**config.mk**
```make
export PLATFORM = sky130hd
export DESIGN_NAME = qdc_cmd_decoder
export DESIGN_NICKNAME = d
export VERILOG_FILES = /design/src/verilog/qdc_pkg.sv /design/src/verilog/qdc_cmd_decoder.sv /design/src/verilog/qdc_nv_timer.sv /design/src/verilog/qdc_pin_sync.sv
export SDC_FILE = /design/constraint.sdc
export NUM_CORES = 1
export LEC_CHECK = 0
export BUFFER_PORTS_ARGS = -buffer_cell sky130_fd_sc_hd__buf_2
export CORE_ASPECT_RATIO = 1.4
export CORE_MARGIN = 3
export CORE_UTILIZATION = 56
export CTS_CLUSTER_SIZE = 20
export DETAILED_ROUTE_END_ITERATION = 8
export GPL_ROUTABILITY_DRIVEN = 0
export PLACE_DENSITY = 0.86
export SYNTH_ARGS = -nofsm -noshare
export SYNTH_HDL_FRONTEND = slang
export SYNTH_SLANG_ARGS = --single-unit
```
**constraint.sdc**
```tcl
create_clock -name i_sys_clk -period 3 [get_ports i_sys_clk]
set_input_delay 0.45 -clock i_sys_clk [delete_from_list [all_inputs] [get_ports i_sys_clk]]
set_output_delay 0.45 -clock i_sys_clk [all_outputs]
set_load 0.005 [all_outputs]
```
**src/verilog/qdc_pkg.sv**
```systemverilog
// Purpose: Shared constants and types of the quad converter write command decoder.
// Assumes: One 125 MHz system clock; the serial front end delivers whole bytes.
// Notes: Command field positions follow the command byte layout; all counts derive here.
package qdc_pkg;

  // Clock rate and storage programming time.
  localparam int unsigned SYS_CLK_MHZ = 125;
  localparam int unsigned NV_PROG_TIME_US = 50;
  localparam int unsigned NV_PROG_CYCLES = NV_PROG_TIME_US * SYS_CLK_MHZ;

  // Command type codes (three bits) and write function codes (two bits).
  localparam logic [1:0] CMD_FAST_TOP = 2'h0;
  localparam logic [2:0] CMD_WRITE = 3'h2;
  localparam logic [2:0] CMD_ADDR = 3'h3;
  localparam logic [2:0] CMD_VREF = 3'h4;
  localparam logic [2:0] CMD_PD = 3'h5;
  localparam logic [2:0] CMD_GAIN = 3'h6;
  localparam logic [1:0] FUNC_MULTI = 2'h0;
  localparam logic [1:0] FUNC_BAD = 2'h1;
  localparam logic [1:0] FUNC_SEQ = 2'h2;
  localparam logic [1:0] FUNC_SINGLE = 2'h3;
  localparam logic [1:0] LAST_CHAN = 2'h3;

  // Field positions in the command byte and in the first data byte.
  localparam int CMD_MSB = 7;
  localparam int CMD_LSB = 5;
  localparam int FUNC_MSB = 4;
  localparam int FUNC_LSB = 3;
  localparam int SEL_MSB = 2;
  localparam int SEL_LSB = 1;
  localparam int UPD_BIT = 0;
  localparam int VREF_BIT = 7;
  localparam int PD_MSB = 6;
  localparam int PD_LSB = 5;
  localparam int GAIN_BIT = 4;
  localparam int FPD_MSB = 5;
  localparam int FPD_LSB = 4;
  localparam int NADDR_MSB = 4;
  localparam int NADDR_LSB = 2;

  // Register indices, status bit positions and reset values.
  localparam logic [1:0] REG_STATUS = 2'h0;
  localparam logic [1:0] REG_MASK = 2'h1;
  localparam logic [1:0] REG_STATE = 2'h2;
  localparam int ST_DONE = 0;
  localparam int ST_NV_DONE = 1;
  localparam int ST_IGNORED = 2;
  localparam int ST_ADDR = 3;
  localparam logic [3:0] STATUS_RST = 4'h0;
  localparam logic [3:0] MASK_RST = 4'h0;
  localparam logic [2:0] BUS_ADDR_RST = 3'h0;

  // One converter channel: reference, power-down, gain and code.
  typedef struct packed {
    logic vref;
    logic [1:0] pd;
    logic gain;
    logic [11:0] code;
  } qdc_chan_type;

  // Byte stream from the serial front end.
  typedef struct packed {
    logic start;
    logic stop;
    logic valid;
    logic [7:0] data;
    logic bit8_low;
    logic gc_update;
  } qdc_rx_type;

  // Plain register port.
  typedef struct packed {
    logic wr;
    logic rd;
    logic [1:0] addr;
    logic [7:0] wdata;
  } qdc_bus_type;

  typedef enum logic [3:0] {
    S_IDLE = 4'h0,
    S_CMD = 4'h1,
    S_FAST_HI = 4'h2,
    S_FAST_LO = 4'h3,
    S_MW_HI = 4'h4,
    S_MW_LO = 4'h5,
    S_PD_LO = 4'h6,
    S_ADDR_NEW = 4'h7,
    S_ADDR_CONF = 4'h8,
    S_DRAIN = 4'h9
  } qdc_state_type;

endpackage
```
**src/verilog/qdc_cmd_decoder.sv**
```systemverilog
// Purpose: Decodes write commands for a four-channel 12-bit converter.
// Assumes: A serial front end delivers each received byte as a one-cycle pulse at its
//   acknowledge clock, plus start, stop, eighth-bit low time and general call update.
// Notes: Input and output registers of each channel are held here; storage itself is
//   outside and is told when and what to program.
`timescale 1ns/1ns
module qdc_cmd_decoder #(
  parameter int unsigned NV_PROG_CYCLES = qdc_pkg::NV_PROG_CYCLES
) (
  // Clock and reset.
  input wire logic i_sys_clk,
  input wire logic i_sys_rst,
  // Byte stream from the serial front end.
  input wire qdc_pkg::qdc_rx_type i_rx,
  // Output load pin, active low, asynchronous.
  input wire logic i_output_load_n,
  // Register port.
  input wire qdc_pkg::qdc_bus_type i_bus,
  output logic [7:0] o_rd_data,
  output logic o_irq,
  // Channel registers.
  output qdc_pkg::qdc_chan_type o_chan_in [4],
  output qdc_pkg::qdc_chan_type o_chan_out [4],
  output logic [2:0] o_bus_addr,
  // Storage programming request and ready flag.
  output logic o_nv_write,
  output logic [3:0] o_nv_chan_mask,
  output logic o_nv_addr_write,
  output logic o_nv_ready_flag
);

  qdc_pkg::qdc_state_type state;
  logic load_level;
  logic load_prev;
  logic load_fall;
  logic nv_busy;
  logic nv_done;
  logic [1:0] chan_idx;
  logic fast_ld_low;
  logic [7:0] prev_byte;
  logic [7:0] cmd_byte;
  logic fall_in_bit8;
  logic addr_ok;
  logic addr_pend;
  logic [2:0] new_addr;
  logic addr_apply;
  logic [2:0] cmd_type_bits;
  logic [1:0] write_func_bits;
  logic is_fast;
  logic cmd_ignored;
  logic cmd_done;
  logic nv_start;
  logic [3:0] nv_mask;
  logic [3:0] out_ld;
  logic [3:0] status;
  logic [3:0] mask;
  logic [3:0] status_set;
  qdc_pkg::qdc_chan_type next_in [4];

  // The load pin is filtered before any edge is taken from it.
  qdc_pin_sync #(
    .RST_LEVEL(1'b1)
  ) u_load_sync (
    .i_sys_clk(i_sys_clk),
    .i_sys_rst(i_sys_rst),
    .i_pin(i_output_load_n),
    .o_level(load_level)
  );

  // Programming time of the storage.
  qdc_nv_timer #(
    .CYCLES(NV_PROG_CYCLES)
  ) u_nv_timer (
    .i_sys_clk(i_sys_clk),
    .i_sys_rst(i_sys_rst),
    .i_start(nv_start),
    .o_busy(nv_busy),
    .o_done(nv_done)
  );

  // Falling edge of the filtered load pin.
  always_ff @(posedge i_sys_clk) begin
    if (i_sys_rst) begin
      load_prev <= 1'b1;
    end else begin
      load_prev <= load_level;
    end
  end

  assign load_fall = load_prev && !load_level;

  // Command fields of the byte on the stream.
  assign cmd_type_bits = i_rx.data[qdc_pkg::CMD_MSB:qdc_pkg::CMD_LSB];
  assign write_func_bits = i_rx.data[qdc_pkg::FUNC_MSB:qdc_pkg::FUNC_LSB];
  assign is_fast = (cmd_type_bits[2:1] == qdc_pkg::CMD_FAST_TOP);

  // Command sequencer: one state per expected byte of the transfer.
  always_ff @(posedge i_sys_clk) begin
    if (i_sys_rst) begin
      state <= qdc_pkg::S_IDLE;
      chan_idx <= 2'h0;
    end else if (i_rx.stop) begin
      state <= qdc_pkg::S_IDLE;
    end else if (i_rx.start) begin
      // A start during programming leaves the whole transfer unexecuted.
      state <= nv_busy ? qdc_pkg::S_DRAIN : qdc_pkg::S_CMD;
      chan_idx <= 2'h0;
    end else if (i_rx.valid) begin
      unique case (state)
        qdc_pkg::S_CMD: begin
          if (is_fast) begin
            state <= qdc_pkg::S_FAST_LO;
          end else if (cmd_type_bits == qdc_pkg::CMD_WRITE &&
                       write_func_bits != qdc_pkg::FUNC_BAD) begin
            chan_idx <= i_rx.data[qdc_pkg::SEL_MSB:qdc_pkg::SEL_LSB];
            state <= qdc_pkg::S_MW_HI;
          end else if (cmd_type_bits == qdc_pkg::CMD_ADDR) begin
            state <= qdc_pkg::S_ADDR_NEW;
          end else if (cmd_type_bits == qdc_pkg::CMD_PD) begin
            state <= qdc_pkg::S_PD_LO;
          end else begin
            state <= qdc_pkg::S_DRAIN;
          end
        end
        qdc_pkg::S_FAST_HI: state <= qdc_pkg::S_FAST_LO;
        qdc_pkg::S_FAST_LO: begin
          chan_idx <= chan_idx + 2'h1;
          state <= (chan_idx == qdc_pkg::LAST_CHAN) ? qdc_pkg::S_DRAIN : qdc_pkg::S_FAST_HI;
        end
        qdc_pkg::S_MW_HI: state <= qdc_pkg::S_MW_LO;
        qdc_pkg::S_MW_LO: begin
          unique case (cmd_byte[qdc_pkg::FUNC_MSB:qdc_pkg::FUNC_LSB])
            qdc_pkg::FUNC_MULTI: state <= qdc_pkg::S_CMD;
            qdc_pkg::FUNC_SEQ: begin
              chan_idx <= chan_idx + 2'h1;
              state <= (chan_idx == qdc_pkg::LAST_CHAN) ? qdc_pkg::S_DRAIN : qdc_pkg::S_MW_HI;
            end
            default: state <= qdc_pkg::S_DRAIN;
          endcase
        end
        qdc_pkg::S_PD_LO: state <= qdc_pkg::S_DRAIN;
        qdc_pkg::S_ADDR_NEW: state <= qdc_pkg::S_ADDR_CONF;
        qdc_pkg::S_ADDR_CONF: state <= qdc_pkg::S_DRAIN;
        qdc_pkg::S_IDLE, qdc_pkg::S_DRAIN: state <= state;
        default: state <= qdc_pkg::S_IDLE;
      endcase
    end
  end

  // Byte holders: the previous byte carries the upper half of each pair.
  always_ff @(posedge i_sys_clk) begin
    if (i_sys_rst) begin
      prev_byte <= 8'h00;
      cmd_byte <= 8'h00;
    end else if (i_rx.valid) begin
      prev_byte <= i_rx.data;
      if (state == qdc_pkg::S_CMD) begin
        cmd_byte <= i_rx.data;
      end
    end
  end

  // The load level at the start decides how a fast write reaches the outputs.
  always_ff @(posedge i_sys_clk) begin
    if (i_sys_rst) begin
      fast_ld_low <= 1'b0;
    end else if (i_rx.start) begin
      fast_ld_low <= !load_level;
    end
  end

  // Address write qualification by the load pin around byte two and three.
  always_ff @(posedge i_sys_clk) begin
    if (i_sys_rst) begin
      fall_in_bit8 <= 1'b0;
      addr_ok <= 1'b0;
      addr_pend <= 1'b0;
      new_addr <= qdc_pkg::BUS_ADDR_RST;
    end else begin
      if (i_rx.valid) begin
        fall_in_bit8 <= 1'b0;
      end else if (load_fall && i_rx.bit8_low) begin
        fall_in_bit8 <= 1'b1;
      end
      if (i_rx.start || i_rx.stop) begin
        addr_ok <= 1'b0;
        addr_pend <= 1'b0;
      end else if (i_rx.valid && state == qdc_pkg::S_CMD) begin
        addr_ok <= (cmd_type_bits == qdc_pkg::CMD_ADDR) &&
                   (fall_in_bit8 || (load_fall && i_rx.bit8_low));
      end else if (state == qdc_pkg::S_ADDR_NEW && load_level) begin
        addr_ok <= 1'b0;
      end else if (i_rx.valid && state == qdc_pkg::S_ADDR_NEW) begin
        new_addr <= i_rx.data[qdc_pkg::NADDR_MSB:qdc_pkg::NADDR_LSB];
        addr_pend <= addr_ok;
      end
    end
  end

  // The new address takes effect only after the stop condition.
  assign addr_apply = i_rx.stop && addr_pend && !nv_busy;

  always_ff @(posedge i_sys_clk) begin
    if (i_sys_rst) begin
      o_bus_addr <= qdc_pkg::BUS_ADDR_RST;
    end else if (addr_apply) begin
      o_bus_addr <= new_addr;
    end
  end

  // Next value of every input register, output loads and storage requests.
  always_comb begin
    cmd_ignored = 1'b0;
    cmd_done = 1'b0;
    nv_mask = 4'h0;
    for (int c = 0; c < 4; c++) begin
      next_in[c] = o_chan_in[c];
      // Pin fall, and general call while storage is not busy, move all four channels at once.
      out_ld[c] = load_fall || (i_rx.gc_update && !nv_busy);
    end
    if (i_rx.gc_update && nv_busy) begin
      cmd_ignored = 1'b1;
    end
    if (i_rx.start && nv_busy) begin
      cmd_ignored = 1'b1;
    end
    if (i_rx.valid) begin
      unique case (state)
        qdc_pkg::S_CMD: begin
          if (!is_fast) begin
            unique case (cmd_type_bits)
              qdc_pkg::CMD_VREF, qdc_pkg::CMD_GAIN: begin
                cmd_done = 1'b1;
                for (int c = 0; c < 4; c++) begin
                  if (cmd_type_bits == qdc_pkg::CMD_VREF) begin
                    next_in[c].vref = i_rx.data[3 - c];
                  end else begin
                    next_in[c].gain = i_rx.data[3 - c];
                  end
                  out_ld[c] = 1'b1;
                end
              end
              qdc_pkg::CMD_WRITE: cmd_ignored = (write_func_bits == qdc_pkg::FUNC_BAD);
              qdc_pkg::CMD_ADDR, qdc_pkg::CMD_PD: cmd_done = 1'b0;
              default: cmd_ignored = 1'b1;
            endcase
          end
        end
        qdc_pkg::S_FAST_LO: begin
          for (int c = 0; c < 4; c++) begin
            if (2'(c) == chan_idx) begin
              // Reference and gain stay; the update bit has no place here.
              next_in[c].pd = prev_byte[qdc_pkg::FPD_MSB:qdc_pkg::FPD_LSB];
              next_in[c].code = {prev_byte[3:0], i_rx.data};
              out_ld[c] = out_ld[c] || fast_ld_low;
            end
          end
          cmd_done = (chan_idx == qdc_pkg::LAST_CHAN);
        end
        qdc_pkg::S_MW_LO: begin
          for (int c = 0; c < 4; c++) begin
            if (2'(c) == chan_idx) begin
              next_in[c].vref = prev_byte[qdc_pkg::VREF_BIT];
              next_in[c].pd = prev_byte[qdc_pkg::PD_MSB:qdc_pkg::PD_LSB];
              next_in[c].gain = prev_byte[qdc_pkg::GAIN_BIT];
              next_in[c].code = {prev_byte[3:0], i_rx.data};
              out_ld[c] = out_ld[c] || !load_level || !cmd_byte[qdc_pkg::UPD_BIT];
            end
          end
          unique case (cmd_byte[qdc_pkg::FUNC_MSB:qdc_pkg::FUNC_LSB])
            qdc_pkg::FUNC_SEQ: begin
              // Storage takes every channel from the start channel to D together.
              for (int c = 0; c < 4; c++) begin
                nv_mask[c] = (chan_idx == qdc_pkg::LAST_CHAN) &&
                             (2'(c) >= cmd_byte[qdc_pkg::SEL_MSB:qdc_pkg::SEL_LSB]);
              end
            end
            qdc_pkg::FUNC_SINGLE: nv_mask[chan_idx] = 1'b1;
            default: nv_mask = 4'h0;
          endcase
          cmd_done = 1'b1;
        end
        qdc_pkg::S_PD_LO: begin
          next_in[0].pd = prev_byte[3:2];
          next_in[1].pd = prev_byte[1:0];
          next_in[2].pd = i_rx.data[7:6];
          next_in[3].pd = i_rx.data[5:4];
          out_ld = 4'hf;
          cmd_done = 1'b1;
        end
        default: cmd_done = 1'b0;
      endcase
    end
  end

  assign nv_start = (|nv_mask) || addr_apply;

  // One input and one output register per channel.
  for (genvar g = 0; g < 4; g++) begin : g_chan
    always_ff @(posedge i_sys_clk) begin
      if (i_sys_rst) begin
        o_chan_in[g] <= '0;
        o_chan_out[g] <= '0;
      end else begin
        o_chan_in[g] <= next_in[g];
        if (out_ld[g]) begin
          o_chan_out[g] <= next_in[g];
        end
      end
    end
  end

  // Storage request and ready flag, both registered for clean outputs.
  always_ff @(posedge i_sys_clk) begin
    if (i_sys_rst) begin
      o_nv_write <= 1'b0;
      o_nv_chan_mask <= 4'h0;
      o_nv_addr_write <= 1'b0;
      o_nv_ready_flag <= 1'b1;
    end else begin
      o_nv_write <= nv_start;
      o_nv_chan_mask <= nv_mask;
      o_nv_addr_write <= addr_apply;
      o_nv_ready_flag <= !(nv_busy || nv_start);
    end
  end

  // Sticky events; a set in the clearing cycle survives the read.
  always_comb begin
    status_set = 4'h0;
    status_set[qdc_pkg::ST_DONE] = cmd_done;
    status_set[qdc_pkg::ST_NV_DONE] = nv_done;
    status_set[qdc_pkg::ST_IGNORED] = cmd_ignored;
    status_set[qdc_pkg::ST_ADDR] = addr_apply;
  end

  always_ff @(posedge i_sys_clk) begin
    if (i_sys_rst) begin
      status <= qdc_pkg::STATUS_RST;
    end else if (i_bus.rd && i_bus.addr == qdc_pkg::REG_STATUS) begin
      status <= status_set;
    end else begin
      status <= status | status_set;
    end
  end

  // Mask register written by software.
  always_ff @(posedge i_sys_clk) begin
    if (i_sys_rst) begin
      mask <= qdc_pkg::MASK_RST;
    end else if (i_bus.wr && i_bus.addr == qdc_pkg::REG_MASK) begin
      mask <= i_bus.wdata[3:0];
    end
  end

  // Read data one cycle after the strobe; unmapped indices read zero.
  always_ff @(posedge i_sys_clk) begin
    if (i_sys_rst) begin
      o_rd_data <= 8'h00;
    end else if (i_bus.rd) begin
      unique case (i_bus.addr)
        qdc_pkg::REG_STATUS: o_rd_data <= {4'h0, status};
        qdc_pkg::REG_MASK: o_rd_data <= {4'h0, mask};
        qdc_pkg::REG_STATE: o_rd_data <= {3'h0, load_level, o_nv_ready_flag, o_bus_addr};
        default: o_rd_data <= 8'h00;
      endcase
    end else begin
      o_rd_data <= 8'h00;
    end
  end

  // Level interrupt, one cycle behind the status bits.
  always_ff @(posedge i_sys_clk) begin
    if (i_sys_rst) begin
      o_irq <= 1'b0;
    end else begin
      o_irq <= |(status & mask);
    end
  end

endmodule

```
**src/verilog/qdc_nv_timer.sv**
```systemverilog
// Purpose: Holds the storage busy state for one programming cycle.
// Assumes: A start pulse never arrives while busy.
// Notes: The length is a parameter so that a simulation can shorten it.
`timescale 1ns/1ns
module qdc_nv_timer #(
  parameter int unsigned CYCLES = qdc_pkg::NV_PROG_CYCLES
) (
  // Clock and reset.
  input wire logic i_sys_clk,
  input wire logic i_sys_rst,
  // Control and status.
  input wire logic i_start,
  output logic o_busy,
  output logic o_done
);

  logic [31:0] count;

  // Count down from the start pulse and pulse done at the end.
  always_ff @(posedge i_sys_clk) begin
    if (i_sys_rst) begin
      count <= 32'h0;
      o_busy <= 1'b0;
      o_done <= 1'b0;
    end else begin
      o_done <= 1'b0;
      if (i_start && !o_busy) begin
        count <= 32'(CYCLES - 1);
        o_busy <= 1'b1;
      end else if (o_busy) begin
        if (count == 32'h0) begin
          o_busy <= 1'b0;
          o_done <= 1'b1;
        end else begin
          count <= count - 32'h1;
        end
      end
    end
  end

endmodule

```
**src/verilog/qdc_pin_sync.sv**
```systemverilog
// Purpose: Brings an asynchronous pin into the system clock domain.
// Assumes: The pin may change at any time relative to the clock.
// Notes: A change is accepted only once the second and third stages agree.
`timescale 1ns/1ns
module qdc_pin_sync #(
  parameter logic RST_LEVEL = 1'b1
) (
  // Clock and reset.
  input wire logic i_sys_clk,
  input wire logic i_sys_rst,
  // Pin and filtered level.
  input wire logic i_pin,
  output logic o_level
);

  logic s1;
  logic s2;
  logic s3;

  // Three stages; the first is read only by the second.
  always_ff @(posedge i_sys_clk) begin
    if (i_sys_rst) begin
      s1 <= RST_LEVEL;
      s2 <= RST_LEVEL;
      s3 <= RST_LEVEL;
    end else begin
      s1 <= i_pin;
      s2 <= s1;
      s3 <= s2;
    end
  end

  // Accepting only agreeing stages rejects a single-cycle glitch.
  always_ff @(posedge i_sys_clk) begin
    if (i_sys_rst) begin
      o_level <= RST_LEVEL;
    end else if (s2 == s3) begin
      o_level <= s3;
    end
  end

endmodule

```
==> results.yml <==
cts:
  cts_tree: "yes"
  cts_root_buffer: "clkbuf_16"
  clk_pin_slew_worst_paths_ns: 0.06
  cts_buffers: 20
  clockBufferDepth: 3
  htreeDepth: 1
  post_cts_buffers: 0
  clk_latency_ns: 0.50
  cts-hold-fix-buffers: 0
  clkSinkCount: 217
  ctsResizeCount: 0
timing:
  rsz0062_at_grt: "no"
  fmax_mhz: 351
  setup_violations: 0
  hold_viol_final: 0
  tightest_slew_ns: 0.989
  finalCritPeriodShare: 0.950
  hold_ws_ns: 0.136
  fin_ws_ns: 0.149
  finalSetupTns_ns: 0
  slew_viol_final: 0
  maxSlewHeadroom: 0.341
  fin_skew_ns: 0.0134
  finalCriticalPeriod_ns: 2.85
layout:
  design_area_mm2: 0.0112
  fin_nets: 1189
  area_growth_pct: 17.0
  stdcell_count: 1365
  seqCellArea_mm2: 0.00434
  fill_cells: 1253
  final_util: 0.679
  multi_input_area_mm2: 0.00483
  drive_gt1_frac: 0.271
routing:
  drtIter0Drc: 823
  wl_per_cell_um: 19.0
  via_per_inst: 6.07
  first_pass_iters: 7
  vias: 8281
  ant_nets: 0
  wirelength_mm: 26.0
  drc: 0
min_path:
  hp-class: "in -> reg"
global_routing:
  grt_max_degree: 142
  grt_pass1_wl_mm: 41.3
  grt.total_usage: 0.273
  grt_pass1_vias: 8027
  overflow: 0
  antenna_found_initial: 2
yosys:
  synth.distinct_cells: 70
  async_reset_ff_frac: 0
  synth.top_cell.area_share: 0.455
  synth_area_per_cell_um2: 9.44
  synth_seq_area_share: 0.455
  synth_edf_count: 0
  synthTopCellsByArea: "dfxtp_1 (46%), mux2_2 (8.0%), mux2i_1 (7.2%)"
  yosysTopAreaCell: "dfxtp_1"
  synth_area_mm2: 0.00954
  yosysWarnings: 0
  ys.flop_type: "dfxtp_1"
  ys_ff_latch: 217
  synthCells: 1011
worst_setup_path:
  endpoint_kind: "flop"
  critPathArrivalTime_ns: 3.24
  critPathRequiredTime_ns: 3.39
  reg2reg_from: "state[1]$_SDFFE_PP0P_"
  startpoint: "state[1]$_SDFFE_PP0P_"
  startpoint_type: "flop"
  crit_type: "reg -> reg"
  cp-endpoint: "o_chan_out[36]$_SDFFE_PP0P_"
  regToRegEndpoint: "o_chan_out[36]$_SDFFE_PP0P_"
  r2r_setup_slack_ns: 0.15
  rr_worst_depth: 6
  worstPathMaxFanout: 16
floorplan:
  coreArea_mm2: 0.0164
  die_w_um: 116
  start_util: 0.580
  io_pins: 175
  dieArea_mm2: 0.0187
  fp.dieH_um: 160
  fp-row-count: 55
placement:
  placedCellCount: 1331
  pre_cts_slack_ns: 0.294
  hpwlAfterDp_mm: 17.8
  dpl_cell_area_mm2: 0.0106
  portBuffers: 167
power:
  p_leak_nw: 5.15
  p_total_mw: 5.59
  vdd_ir_drop_max_mv: 0.460
  power_density_mw_per_mm2: 501
status:
  status: "finished clean"
flow_run:
  drv_cap: 0
-- routing by layer --
metal / share of wire / up-vias / GRT usage
met5: 0 / - / 0
met4: 0.052 / 0 / 0.139
met3: 0.083 / 101 / 0.0675
met2: 0.50 / 337 / 0.460
met1: 0.37 / 3936 / 0.315
li1: - / 3907 / -
-- cell usage in the layout, fill, tap and decap left out, types with 7 or more instances in the layout --
cell / n
clkbuf_16: 20
inv_1: 13
nor4_1: 7
buf_2: 166
dfxtp_1: 217
nor2b_1: 71
nor2_1: 107
or3_1: 16
ha_1: 7
nor3_1: 12
o31ai_1: 18
mux2i_1: 69
nand2_1: 52
o21ai_0: 26
buf_4: 31
mux2_2: 68
or4_1: 19
or2_2: 10
a31oi_1: 12
a21oi_1: 60
nand3_1: 16
-- cell usage after synthesis (all sizes together) (5+ instances only) --
master,number
o31ai,21
nor3,12
nand3,16
a211oi,5
and3,6
nand4,6
a32o,5
a22oi,6
inv,13
a31oi,12
nand2,52
nor4,7
o21ai,29
clkbuf,58
nor2b,71
buf,21
or4,22
a21oi,60
or3,16
nand2b,6
mux2,68
ha,7
nor2,107
mux2i,69
dfxtp,217
o22ai,8
or2,10
-- how the worst min path moves through the flow --
stage / from / end / slack [ns] / depth (start not counted)
floorplan: u_load_sync.s1$_SDFF_PP1_ / u_load_sync.s2$_SDFF_PP1_ / 0.39 / 1
global route: i_output_load_n / u_load_sync.s1$_SDFF_PP1_ / 0.12 / 2
finish: i_output_load_n / u_load_sync.s1$_SDFF_PP1_ / 0.14 / 2
CTS: i_output_load_n / u_load_sync.s1$_SDFF_PP1_ / 0.13 / 2
detailed placement: u_load_sync.s1$_SDFF_PP1_ / u_load_sync.s2$_SDFF_PP1_ / 0.41 / 1
global placement: u_load_sync.s1$_SDFF_PP1_ / u_load_sync.s2$_SDFF_PP1_ / 0.39 / 1
-- logic make-up after synthesis --
family          synth area share
buf+inv                   0.0412
flops                      0.455
xor+xnor                 0.00459
compound gates             0.133
other cells             0.000393
mux                        0.153
fa+ha+maj                0.00918
simple gates               0.204
-- power by group --
part / switching, mW / leakage (nW) / internal (mW) / total [mW]
registers: 0.0236 / 1.75 / 2.90 / 2.92
clock network: 1.05 / 0.292 / 1.33 / 2.37
logic: 0.195 / 3.11 / 0.0995 / 0.294
total: 1.27 / 5.15 / 4.32 / 5.59
-- worst max-delay path: stages (launching register included) --
cell	delay, ns
dfxtp_1	0.62
buf_4	0.26
nor4bb_1	0.64
o31ai_1	0.19
nand4b_1	0.27
o22ai_2	0.36
mux2_2	0.40
-- layout make-up --
| cell class | instances | share of cell area |
|---|---|---|
| Clock inverter | 3 | 0.00258 |
| Sequential cell | 217 | 0.389 |
| Tap cell | 199 | 0.0223 |
| Antenna cell | 2 | 0.000448 |
| Timing Repair Buffer | 198 | 0.0970 |
| Multi-Input combinational cell | 703 | 0.432 |
| Clock buffer | 29 | 0.0514 |
| Inverter | 14 | 0.00471 |
-- registers in the layout, summed over array words and instances, names as in the netlist, 2 cells and up --
register / count
o_chan_in: 64
o_chan_out: 64
u_nv_timer.count: 32
prev_byte: 8
cmd_byte: 5
o_rd_data: 5
mask: 4
o_nv_chan_mask: 4
state: 4
status: 4
new_addr: 3
o_bus_addr: 3
chan_idx: 2
No activity file was read; power rests on OpenSTA's default activity.
